**src/logic/scp_params.svh**
```systemverilog
/*
 * Constants of the SCL period count block: register byte addresses,
 * field positions, reset values, clamp minimums and the idle margin.
 * Assumes it is included by bare name by scp_scl_counts and the bench.
 */
`ifndef SCP_PARAMS_SVH
`define SCP_PARAMS_SVH

`define SCP_ADDR_W 32
`define SCP_DATA_W 16
`define SCP_OFS_SS_HCNT 32'h50001314
`define SCP_OFS_SS_LCNT 32'h50001318
`define SCP_OFS_FS_HCNT 32'h5000131c
`define SCP_OFS_FS_LCNT 32'h50001320
`define SCP_OFS_ON_SWITCH 32'h5000136c
`define SCP_ON_BIT 0
`define SCP_RST_SS_HCNT 16'h0048
`define SCP_RST_SS_LCNT 16'h004f
`define SCP_RST_FS_HCNT 16'h0008
`define SCP_RST_FS_LCNT 16'h0017
`define SCP_MIN_HCNT 16'h0006
`define SCP_MIN_LCNT 16'h0008
`define SCP_IDLE_MARGIN 16'h000a
`define SCP_CLK_PERIOD_NS 40

`endif

```
**src/logic/scp_pkg.sv**
```systemverilog
/*
 * Types of the SCL period count block.
 * Assumes scp_params.svh is on the include path.
 */
package scp_pkg;
  typedef enum logic [1:0] {
    SCP_SPEED_STD = 2'b01,
    SCP_SPEED_FAST = 2'b10,
    SCP_SPEED_HIGH = 2'b11
  } scp_speed_t;

  typedef enum logic [1:0] {
    SCP_TMR_IDLE = 2'b00,
    SCP_TMR_LOW = 2'b01,
    SCP_TMR_HIGH = 2'b10
  } scp_tmr_state_t;
endpackage

```
**src/logic/scp_tmr_if.sv**
```systemverilog
/*
 * Carrier between the count registers and the SCL period timer.
 * Assumes both ends run on the same clock.
 */
`timescale 1ns/100ps
interface scp_tmr_if #(parameter int CNT_W = 16);
  logic run;
  logic [CNT_W-1:0] high_cnt;
  logic [CNT_W-1:0] low_cnt;
  logic phase_high;
  logic phase_low;
  logic scl_drive_low;

  modport ctrl(output run, output high_cnt, output low_cnt,
               input phase_high, input phase_low, input scl_drive_low);
  modport tmr(input run, input high_cnt, input low_cnt,
              output phase_high, output phase_low, output scl_drive_low);
endinterface

```
**src/logic/scp_scl_counts.sv**
```systemverilog
/*
 * SCL period count registers with on/off switch, bus idle detection and
 * the SCL period timer.
 * Counts are measured in cycles of clk_i.
 * Assumes a simple synchronous register port and sampled bus lines.
 */
`timescale 1ns/100ps
`include "scp_params.svh"
module scp_scl_counts
  import scp_pkg::*;
#(
  parameter int CNT_W = 16
) (
  input wire logic clk_i,
  input wire logic srst_i,
  input wire logic [`SCP_ADDR_W-1:0] reg_addr_i,
  input wire logic reg_wr_i,
  input wire logic [1:0] reg_be_i,
  input wire logic [`SCP_DATA_W-1:0] reg_wdata_i,
  input wire logic reg_rd_i,
  output logic [`SCP_DATA_W-1:0] reg_rdata_o,
  input wire scp_speed_t speed_i,
  input wire logic hs_special_i,
  input wire logic gen_req_i,
  input wire logic scl_i,
  input wire logic sda_i,
  output logic scl_o,
  output logic scl_oe_o,
  output logic bus_idle_o,
  output logic ctrl_on_o,
  output logic txq_flush_o
);
  if (CNT_W != `SCP_DATA_W) begin : g_bad_width
    $error("scp_scl_counts: CNT_W must equal the register width");
  end

  // Byte lanes merge into the stored word before the clamp, so a half
  // written alone is judged together with the other half as it stands.
  function automatic logic [CNT_W-1:0] merge(input logic [CNT_W-1:0] old,
      input logic [CNT_W-1:0] wd, input logic [1:0] be);
    merge = {be[1] ? wd[15:8] : old[15:8], be[0] ? wd[7:0] : old[7:0]};
  endfunction

  function automatic logic [CNT_W-1:0] clamp(input logic [CNT_W-1:0] v,
      input logic [CNT_W-1:0] min);
    clamp = (v < min) ? min : v;
  endfunction

  scp_tmr_if #(.CNT_W(CNT_W)) tif();

  logic [CNT_W-1:0] ss_hcnt_q, ss_hcnt_d, ss_lcnt_q, ss_lcnt_d;
  logic [CNT_W-1:0] fs_hcnt_q, fs_hcnt_d, fs_lcnt_q, fs_lcnt_d;
  logic on_q, on_d;
  logic flush_q, flush_d;
  logic [CNT_W-1:0] rdata_q, rdata_d;
  logic wr_ok;

  // Register group: counts lock while the controller is on.
  always_comb begin
    wr_ok = reg_wr_i && !on_q;
    ss_hcnt_d = ss_hcnt_q;
    ss_lcnt_d = ss_lcnt_q;
    fs_hcnt_d = fs_hcnt_q;
    fs_lcnt_d = fs_lcnt_q;
    on_d = on_q;
    if (wr_ok && reg_addr_i == `SCP_OFS_SS_HCNT) begin
      ss_hcnt_d = clamp(merge(ss_hcnt_q, reg_wdata_i, reg_be_i),
                        `SCP_MIN_HCNT);
    end
    if (wr_ok && reg_addr_i == `SCP_OFS_SS_LCNT) begin
      ss_lcnt_d = clamp(merge(ss_lcnt_q, reg_wdata_i, reg_be_i),
                        `SCP_MIN_LCNT);
    end
    if (wr_ok && reg_addr_i == `SCP_OFS_FS_HCNT) begin
      fs_hcnt_d = clamp(merge(fs_hcnt_q, reg_wdata_i, reg_be_i),
                        `SCP_MIN_HCNT);
    end
    if (wr_ok && reg_addr_i == `SCP_OFS_FS_LCNT) begin
      fs_lcnt_d = clamp(merge(fs_lcnt_q, reg_wdata_i, reg_be_i),
                        `SCP_MIN_LCNT);
    end
    if (reg_wr_i && reg_be_i[0] && reg_addr_i == `SCP_OFS_ON_SWITCH) begin
      on_d = reg_wdata_i[`SCP_ON_BIT];
    end
    flush_d = !on_d;
    rdata_d = '0;
    if (reg_rd_i) begin
      unique case (reg_addr_i)
        `SCP_OFS_SS_HCNT: rdata_d = ss_hcnt_q;
        `SCP_OFS_SS_LCNT: rdata_d = ss_lcnt_q;
        `SCP_OFS_FS_HCNT: rdata_d = fs_hcnt_q;
        `SCP_OFS_FS_LCNT: rdata_d = fs_lcnt_q;
        `SCP_OFS_ON_SWITCH: rdata_d = CNT_W'(on_q);
        default: rdata_d = '0;
      endcase
    end
  end

  always_ff @(posedge clk_i) begin
    if (srst_i) begin
      ss_hcnt_q <= `SCP_RST_SS_HCNT;
      ss_lcnt_q <= `SCP_RST_SS_LCNT;
      fs_hcnt_q <= `SCP_RST_FS_HCNT;
      fs_lcnt_q <= `SCP_RST_FS_LCNT;
      on_q <= 1'b0;
      flush_q <= 1'b1;
      rdata_q <= '0;
    end else begin
      ss_hcnt_q <= ss_hcnt_d;
      ss_lcnt_q <= ss_lcnt_d;
      fs_hcnt_q <= fs_hcnt_d;
      fs_lcnt_q <= fs_lcnt_d;
      on_q <= on_d;
      flush_q <= flush_d;
      rdata_q <= rdata_d;
    end
  end

  // Timer control group. High-speed data phases are timed elsewhere, so
  // in high speed this timer runs only for the special phases.
  logic run_q, run_d;
  logic fast_q, fast_d;

  always_comb begin
    run_d = on_q && gen_req_i &&
            (speed_i != SCP_SPEED_HIGH || hs_special_i);
    fast_d = (speed_i != SCP_SPEED_STD);
    if (!run_d) begin
      fast_d = fast_q;
    end
  end

  always_ff @(posedge clk_i) begin
    if (srst_i) begin
      run_q <= 1'b0;
      fast_q <= 1'b0;
    end else begin
      run_q <= run_d;
      fast_q <= fast_d;
    end
  end

  assign tif.run = run_q;
  assign tif.high_cnt = fast_q ? fs_hcnt_q : ss_hcnt_q;
  assign tif.low_cnt = fast_q ? fs_lcnt_q : ss_lcnt_q;

  scp_scl_timer #(.CNT_W(CNT_W)) u_timer (
    .clk_i(clk_i),
    .srst_i(srst_i),
    .tif(tif.tmr)
  );

  // Idle group: count cycles with both lines high and the timer quiet.
  logic [CNT_W-1:0] idle_cnt_q, idle_cnt_d, idle_thr;
  logic idle_q, idle_d;
  logic lines_high;

  always_comb begin
    idle_thr = ss_hcnt_q + `SCP_IDLE_MARGIN;
    lines_high = scl_i && sda_i && !tif.phase_low && !tif.phase_high;
    idle_cnt_d = idle_cnt_q;
    // A threshold lowered under a running count pulls the count down to
    // it, so the counter never runs on past the threshold and wraps.
    if (!lines_high) begin
      idle_cnt_d = '0;
    end else if (idle_cnt_q > idle_thr) begin
      idle_cnt_d = idle_thr;
    end else if (idle_cnt_q != idle_thr) begin
      idle_cnt_d = idle_cnt_q + 1'b1;
    end
    idle_d = lines_high && (idle_cnt_q == idle_thr);
  end

  always_ff @(posedge clk_i) begin
    if (srst_i) begin
      idle_cnt_q <= '0;
      idle_q <= 1'b0;
      scl_o <= 1'b0;
    end else begin
      idle_cnt_q <= idle_cnt_d;
      idle_q <= idle_d;
      scl_o <= 1'b0;
    end
  end

  assign reg_rdata_o = rdata_q;
  assign scl_oe_o = tif.scl_drive_low;
  assign bus_idle_o = idle_q;
  assign ctrl_on_o = on_q;
  assign txq_flush_o = flush_q;

  // Phase length helper for the checks below.
  logic [1:0] ph_prev_q;
  logic [CNT_W-1:0] len_q;
  always_ff @(posedge clk_i) begin
    if (srst_i) begin
      ph_prev_q <= 2'b00;
      len_q <= '0;
    end else begin
      ph_prev_q <= {tif.phase_high, tif.phase_low};
      len_q <= ({tif.phase_high, tif.phase_low} != ph_prev_q) ?
               CNT_W'(1) : len_q + 1'b1;
    end
  end

  AST_SS_HIGH: assert property (
    @(posedge clk_i) disable iff (srst_i)
    (ph_prev_q[1] && !tif.phase_high && $past(run_q) && !fast_q)
      |-> len_q == ss_hcnt_q)
    else $error("standard high phase length wrong");

  AST_SS_LOW: assert property (
    @(posedge clk_i) disable iff (srst_i)
    (ph_prev_q[0] && !tif.phase_low && !fast_q)
      |-> len_q == ss_lcnt_q)
    else $error("standard low phase length wrong");

  AST_FS_HIGH: assert property (
    @(posedge clk_i) disable iff (srst_i)
    (ph_prev_q[1] && !tif.phase_high && $past(run_q) && fast_q)
      |-> len_q == fs_hcnt_q)
    else $error("fast high phase length wrong");

  AST_FS_LOW: assert property (
    @(posedge clk_i) disable iff (srst_i)
    (ph_prev_q[0] && !tif.phase_low && fast_q)
      |-> len_q == fs_lcnt_q)
    else $error("fast low phase length wrong");

  AST_LOCKED: assert property (
    @(posedge clk_i) disable iff (srst_i)
    on_q
      |=> $stable({ss_hcnt_q, ss_lcnt_q, fs_hcnt_q, fs_lcnt_q}))
    else $error("count changed while controller on");

  AST_WR_TAKEN: assert property (
    @(posedge clk_i) disable iff (srst_i)
    (wr_ok && reg_addr_i == `SCP_OFS_FS_HCNT && reg_be_i == 2'h3 &&
     reg_wdata_i >= `SCP_MIN_HCNT) |=> fs_hcnt_q == $past(reg_wdata_i))
    else $error("accepted count write did not land");

  AST_HCNT_MIN: assert property (
    @(posedge clk_i) disable iff (srst_i)
    ss_hcnt_q >= `SCP_MIN_HCNT &&
      fs_hcnt_q >= `SCP_MIN_HCNT)
    else $error("high count below minimum");

  AST_WR_CLAMP_H: assert property (
    @(posedge clk_i) disable iff (srst_i)
    (wr_ok && reg_addr_i == `SCP_OFS_SS_HCNT && reg_be_i == 2'h3 &&
     reg_wdata_i < `SCP_MIN_HCNT) |=> ss_hcnt_q == `SCP_MIN_HCNT)
    else $error("small high count not clamped");

  AST_LCNT_MIN: assert property (
    @(posedge clk_i) disable iff (srst_i)
    ss_lcnt_q >= `SCP_MIN_LCNT &&
      fs_lcnt_q >= `SCP_MIN_LCNT)
    else $error("low count below minimum");

  AST_WR_CLAMP_L: assert property (
    @(posedge clk_i) disable iff (srst_i)
    (wr_ok && reg_addr_i == `SCP_OFS_SS_LCNT && reg_be_i == 2'h3 &&
     reg_wdata_i < `SCP_MIN_LCNT) |=> ss_lcnt_q == `SCP_MIN_LCNT)
    else $error("small low count not clamped");

  AST_IDLE: assert property (
    @(posedge clk_i) disable iff (srst_i)
    $rose(bus_idle_o) |-> $past(idle_cnt_q) == $past(idle_thr)
      && $past(scl_i) && $past(sda_i))
    else $error("bus idle flagged at wrong count");

  AST_IDLE_DROP: assert property (
    @(posedge clk_i) disable iff (srst_i)
    !(scl_i && sda_i)
      |=> !bus_idle_o)
    else $error("bus idle kept with a line low");

  AST_STD_CNT: assert property (
    @(posedge clk_i) disable iff (srst_i)
    (on_q && gen_req_i && speed_i == SCP_SPEED_STD)
      |=> tif.high_cnt == ss_hcnt_q && tif.low_cnt == ss_lcnt_q)
    else $error("standard speed not on standard counts");

  AST_FS_CNT: assert property (
    @(posedge clk_i) disable iff (srst_i)
    (on_q && gen_req_i && speed_i == SCP_SPEED_FAST)
      |=> tif.high_cnt == fs_hcnt_q && tif.low_cnt == fs_lcnt_q)
    else $error("fast speed not on fast counts");

  AST_HS_FAST: assert property (
    @(posedge clk_i) disable iff (srst_i)
    (on_q && gen_req_i && speed_i == SCP_SPEED_HIGH && hs_special_i)
      |=> tif.high_cnt == fs_hcnt_q && tif.low_cnt == fs_lcnt_q)
    else $error("special phase not on fast counts");

  AST_HS_REFUSE: assert property (
    @(posedge clk_i) disable iff (srst_i)
    (speed_i == SCP_SPEED_HIGH && !hs_special_i)
      |=> !run_q)
    else $error("timer run in high speed data phase");

  AST_OFF: assert property (
    @(posedge clk_i) disable iff (srst_i)
    $fell(on_q)
      |-> txq_flush_o ##1 !run_q)
    else $error("switch off did not flush and stop");

  AST_OFF_NO_RUN: assert property (
    @(posedge clk_i) disable iff (srst_i)
    !on_q
      |=> !run_q)
    else $error("timer run while controller off");
endmodule // scp_scl_counts

```
**src/logic/scp_scl_timer.sv**
```systemverilog
/*
 * SCL period timer: drives SCL low for the low count and releases it for
 * the high count, reloading a down-counter at each SCL edge.
 * Assumes the counts are held steady while run is high.
 */
`timescale 1ns/100ps
module scp_scl_timer
  import scp_pkg::*;
#(
  parameter int CNT_W = 16
) (
  input wire logic clk_i,
  input wire logic srst_i,
  scp_tmr_if.tmr tif
);
  scp_tmr_state_t state_q, state_d;
  logic [CNT_W-1:0] cnt_q, cnt_d;
  logic drv_q, drv_d;

  // A low phase of N counts lasts exactly N clock cycles, a high phase N unless run drops first: load N-1, leave at 0.
  always_comb begin
    state_d = state_q;
    cnt_d = cnt_q;
    unique case (state_q)
      SCP_TMR_IDLE: begin
        if (tif.run) begin
          state_d = SCP_TMR_LOW;
          cnt_d = tif.low_cnt - 1'b1;
        end
      end
      SCP_TMR_LOW: begin
        if (cnt_q == '0) begin
          if (tif.run) begin
            state_d = SCP_TMR_HIGH;
            cnt_d = tif.high_cnt - 1'b1;
          end else begin
            state_d = SCP_TMR_IDLE;
          end
        end else begin
          cnt_d = cnt_q - 1'b1;
        end
      end
      SCP_TMR_HIGH: begin
        if (!tif.run) begin
          state_d = SCP_TMR_IDLE;
        end else if (cnt_q == '0) begin
          state_d = SCP_TMR_LOW;
          cnt_d = tif.low_cnt - 1'b1;
        end else begin
          cnt_d = cnt_q - 1'b1;
        end
      end
      default: begin
        state_d = SCP_TMR_IDLE;
      end
    endcase
    drv_d = (state_d == SCP_TMR_LOW);
  end

  always_ff @(posedge clk_i) begin
    if (srst_i) begin
      state_q <= SCP_TMR_IDLE;
      cnt_q <= '0;
      drv_q <= 1'b0;
    end else begin
      state_q <= state_d;
      cnt_q <= cnt_d;
      drv_q <= drv_d;
    end
  end

  assign tif.phase_high = (state_q == SCP_TMR_HIGH);
  assign tif.phase_low = (state_q == SCP_TMR_LOW);
  assign tif.scl_drive_low = drv_q;
endmodule // scp_scl_timer

```
**config.mk**
```make
export PLATFORM = sky130hd
export DESIGN_NAME = scp_scl_counts
export DESIGN_NICKNAME = d
export VERILOG_FILES = /design/src/logic/scp_pkg.sv /design/src/logic/scp_tmr_if.sv /design/src/logic/scp_scl_counts.sv /design/src/logic/scp_scl_timer.sv
export VERILOG_INCLUDE_DIRS = /design/src /design/src/logic
export SDC_FILE = /design/constraint.sdc
export NUM_CORES = 1
export LEC_CHECK = 0
export ABC_AREA = 1
export BUFFER_PORTS_ARGS = -buffer_cell sky130_fd_sc_hd__buf_2
export CAP_MARGIN = 10
export CORE_ASPECT_RATIO = 0.75
export CORE_UTILIZATION = 61
export CTS_CLUSTER_SIZE = 16
export DETAILED_ROUTE_END_ITERATION = 10
export HOLD_SLACK_MARGIN = 0.12
export PLACE_DENSITY = 0.81
export SETUP_SLACK_MARGIN = 0.05
export SLEW_MARGIN = 10
export SYNTH_ARGS = -nofsm -noshare
export SYNTH_HDL_FRONTEND = slang
export SYNTH_SLANG_ARGS = --single-unit
export TNS_END_PERCENT = 1
```
**constraint.sdc**
```tcl
create_clock -name clk_i -period 3.4 [get_ports clk_i]
set_input_delay 0.51 -clock clk_i [delete_from_list [all_inputs] [get_ports clk_i]]
set_output_delay 0.51 -clock clk_i [all_outputs]
set_load 0.05 [all_outputs]
```
==> flow_metrics.py <==
metrics = {
    "floorplanning": {
        "boundaryPins": 81,
        "die_x_um": 143,
        "die-height_um": 107,
        "core_mm2": 0.0145,
        "initial_core_util_pct": 62.5,
        "core.rowCount": 38,
        "fp.dieArea_mm2": 0.0153,
    },
    "worst_setup_path": {
        "cp-end-kind": "register",
        "startpoint_type": "register",
        "required_ns": 3.70,
        "crit_type": "reg2reg",
        "cp.arrival_ns": 3.44,
        "path_max_fanout": 13,
    },
    "synthesis": {
        "syn_area_per_cell_um2": 6.11,
        "synth_ff_type": "dfxtp_1",
        "async_reset_ff_share_pct": 0,
        "seq_area_frac_synth_pct": 26.6,
        "synthCells": 1479,
        "syn-cell-area_mm2": 0.00903,
        "synth_edf_count": 0,
        "synth_cell_types": 48,
        "synth_seq_cells": 120,
        "yosys_warnings": 0,
        "syn_nets": 1564,
    },
    "sta": {
        "post-route-period-util_pct": 92.4,
        "post-route-min-period_ns": 3.14,
        "timing.fmax_mhz": 318,
        "hold_violations": 0,
        "worst_slew_pin_slew_ns": 0.745,
        "relSlewSlack_pct": 50.3,
        "fin_worst_skew_ns": 0.00713,
        "slew_violations": 0,
        "setup_viol": 0,
    },
    "place": {
        "dpl.hpwl_um": 21000,
        "gp_congestion": 0.941,
        "placed_area_mm2": 0.00947,
        "port_buffers": 79,
        "dp_cells": 1719,
    },
    "route": {
        "viasPerCell": 5.80,
        "routed_wl_um": 28200,
        "vias": 10200,
        "drc": 0,
        "first_pass_iters": 6,
        "drt_iter0_markers": 1517,
        "ant_nets": 0,
        "wl_per_cell_um": 16.1,
    },
    "final_layout": {
        "finalNonFillerCells": 1749,
        "nets": 1623,
        "final_common_cell": "nand2_1",
        "final_cell_mix": "385 x nand2_1, 188 x inv_1, 148 x nor2_1",
        "layout-drive-gt1-share_pct": 11.4,
        "final_util_pct": 70.0,
        "area_growth_pct": 12.0,
        "design_area_mm2": 0.0101,
        "num_antenna_cells": 0,
    },
    "clock_network": {
        "clk_path_buf_depth": 2,
        "path_clk_slew_ns": 0.05,
        "cts_sinks": 120,
        "clk_latency_ns": 0.43,
        "cts_tree": "yes",
        "htree_levels": 4,
        "root_buffer": "clkbuf_16",
        "cts_made_buffers": 17,
        "cts_setup_buffers": 0,
    },
    "power": {
        "p_seq_share_pct": 41.1,
        "pwr-share-comb_pct": 5.3,
        "power_frac_clock_pct": 53.6,
        "p_sw_share_pct": 23.2,
        "intPower_w": 0.00263,
        "leakage_nw": 4.82,
        "power_density_mw_per_mm2": 339,
        "net-switching-power_w": 0.000796,
        "peakVddDrop_uv": 330,
    },
    "job": {
        "cap_violations": 0,
    },
    "global_route": {
        "grt_usage_pct": 38.0,
        "grt_pass1_wl_um": 44700,
        "grt_max_degree": 82,
        "grt_overflow": 0,
        "antenna_found_initial": 0,
        "grt_pass1_vias": 8664,
    },
    "worst_hold_path": {
        "hp-class": "in2reg",
    },
    "outcome": {
        "status": "completed",
    },
}
## final timing paths
check                                to  cells after the start                       from  slack, ns
max          idle_cnt_q[6]$_SDFFE_PP0P_                     18  ss_hcnt_q[1]$_SDFFE_PP0P_       0.26
min                 fast_q$_SDFFE_PP0P_                      3                 speed_i[1]       0.30
max reg2reg  idle_cnt_q[6]$_SDFFE_PP0P_                     18  ss_hcnt_q[1]$_SDFFE_PP0P_       0.26
min reg2reg   ss_lcnt_q[2]$_SDFFE_PP1P_                      2  ss_lcnt_q[2]$_SDFFE_PP1P_       0.46
## state kept, by name, indices dropped and copies added (netlist names)
| register | cells |
|---|---|
| bus_idle_o | 1 |
| ss_hcnt_q | 16 |
| u_timer.cnt_q | 16 |
| u_timer.tif.scl_drive_low | 1 |
| fs_hcnt_q | 16 |
| ctrl_on_o | 1 |
| ss_lcnt_q | 16 |
| idle_cnt_q | 16 |
| run_q | 1 |
| u_timer.state_q | 2 |
| txq_flush_o | 1 |
| fs_lcnt_q | 16 |
| fast_q | 1 |
| reg_rdata_o | 16 |
## worst max-delay path, cell delays in order (launching register included)
cell and delay [ns]:
dfxtp_2 0.41, nand2_1 0.07, nand2_1 0.13, nand3_2 0.14, nor4_4 0.41, nand3_2 0.15
xor2_2 0.19, ha_1 0.30, nand2_1 0.08, a21oi_1 0.05, a211oi_1 0.25, nand2_1 0.10
inv_1 0.09, nand2_2 0.11, nor2_1 0.10, buf_4 0.21, o21ai_1 0.09, nand2_1 0.09
a21oi_1 0.04
## stage by stage
step	hold slack (ns)	power [W]	worst slack, ns	setup TNS, ns
floorplan	0.429	0.00154	0.526	0
global placement	0.440	0.00161	0.241	0
detailed placement	0.445	0.00161	0.131	0
CTS	0.296	0.00342	0.0829	0
global route	0.312	0.00351	-0.0101	-0.0101
finish	0.300	0.00343	0.259	0
## logic make-up (layout without fill, tap and decap cells)
family / count (synthesis) / after routing / synth area share, %
buffers and inverters: 247 / 317 / 11.7
XOR/XNOR: 42 / 42 / 4.07
other: 1 / 1 / 0.0415
AND/OR/NAND/NOR: 739 / 739 / 35.7
AO/OA/AOI/OAI: 305 / 305 / 18.4
flip-flops: 120 / 120 / 26.6
adder cells (fa/ha/maj): 25 / 25 / 3.46
## power groups by stage
stage	Combinational, W	Clock [W]	Sequential (W)
floorplan	0.000103	0	0.00144
global placement	0.000174	0	0.00144
finish	0.000182	0.00184	0.00141
CTS	0.000177	0.00184	0.00141
detailed placement	0.000176	0	0.00144
global route	0.000200	0.00191	0.00141
## final cells by class
type,count,area [µm²]
inverters,195,738
clock buffers,23,498
well taps,200,250
flip-flops and latches,120,2410
multi-input cells,1112,5630
clock inverters,7,92.6
fillers,1308,4330
repair buffers,92,505
## synthesized netlist by cell type, types with 2 or more instances
master	count	area (µm²)
a21oi_1	116	581
a21oi_2	2	17.5
a31oi_1	5	31.3
buf_1	3	11.3
buf_2	12	60.1
buf_4	3	22.5
buf_6	13	146
clkbuf_1	21	78.8
dfxtp_1	120	2400
ha_1	25	313
inv_1	188	706
inv_2	3	11.3
inv_4	2	12.5
nand2_1	387	1450
nand2_2	2	12.5
nand2_4	3	33.8
nand3_1	132	661
nand3_2	4	40.0
nand3b_1	5	37.5
nand4_1	12	75.1
nor2_1	150	563
nor2_2	5	31.3
nor2_4	4	45.0
nor2_8	3	60.1
nor3_1	11	55.1
nor3_2	3	30.0
nor4_1	10	62.6
nor4b_1	2	17.5
o211ai_1	8	60.1
o21a_1	7	52.6
o21ai_0	103	515
o21ai_1	25	125
o21ai_2	2	17.5
o22ai_1	30	188
or2_2	5	31.3
xnor2_1	10	87.6
xor2_1	32	280
## metal layers
layer  routed length, µm  vias up  track usage [%]  share of wire (%)
met5                   0        -                0                  0
met4                 532        0             8.60                1.9
met3                3850       55             9.39                 14
met2               11300      646             52.8                 40
met1               12600     4508             57.6                 45
li1                    -     4942                -                  -
## repair_timing
action                     CTS  global route
gates resized for setup      0            14
setup endpoints to repair    0            16
hold buffers                 0             0
No activity file was read; power rests on OpenSTA's default activity.
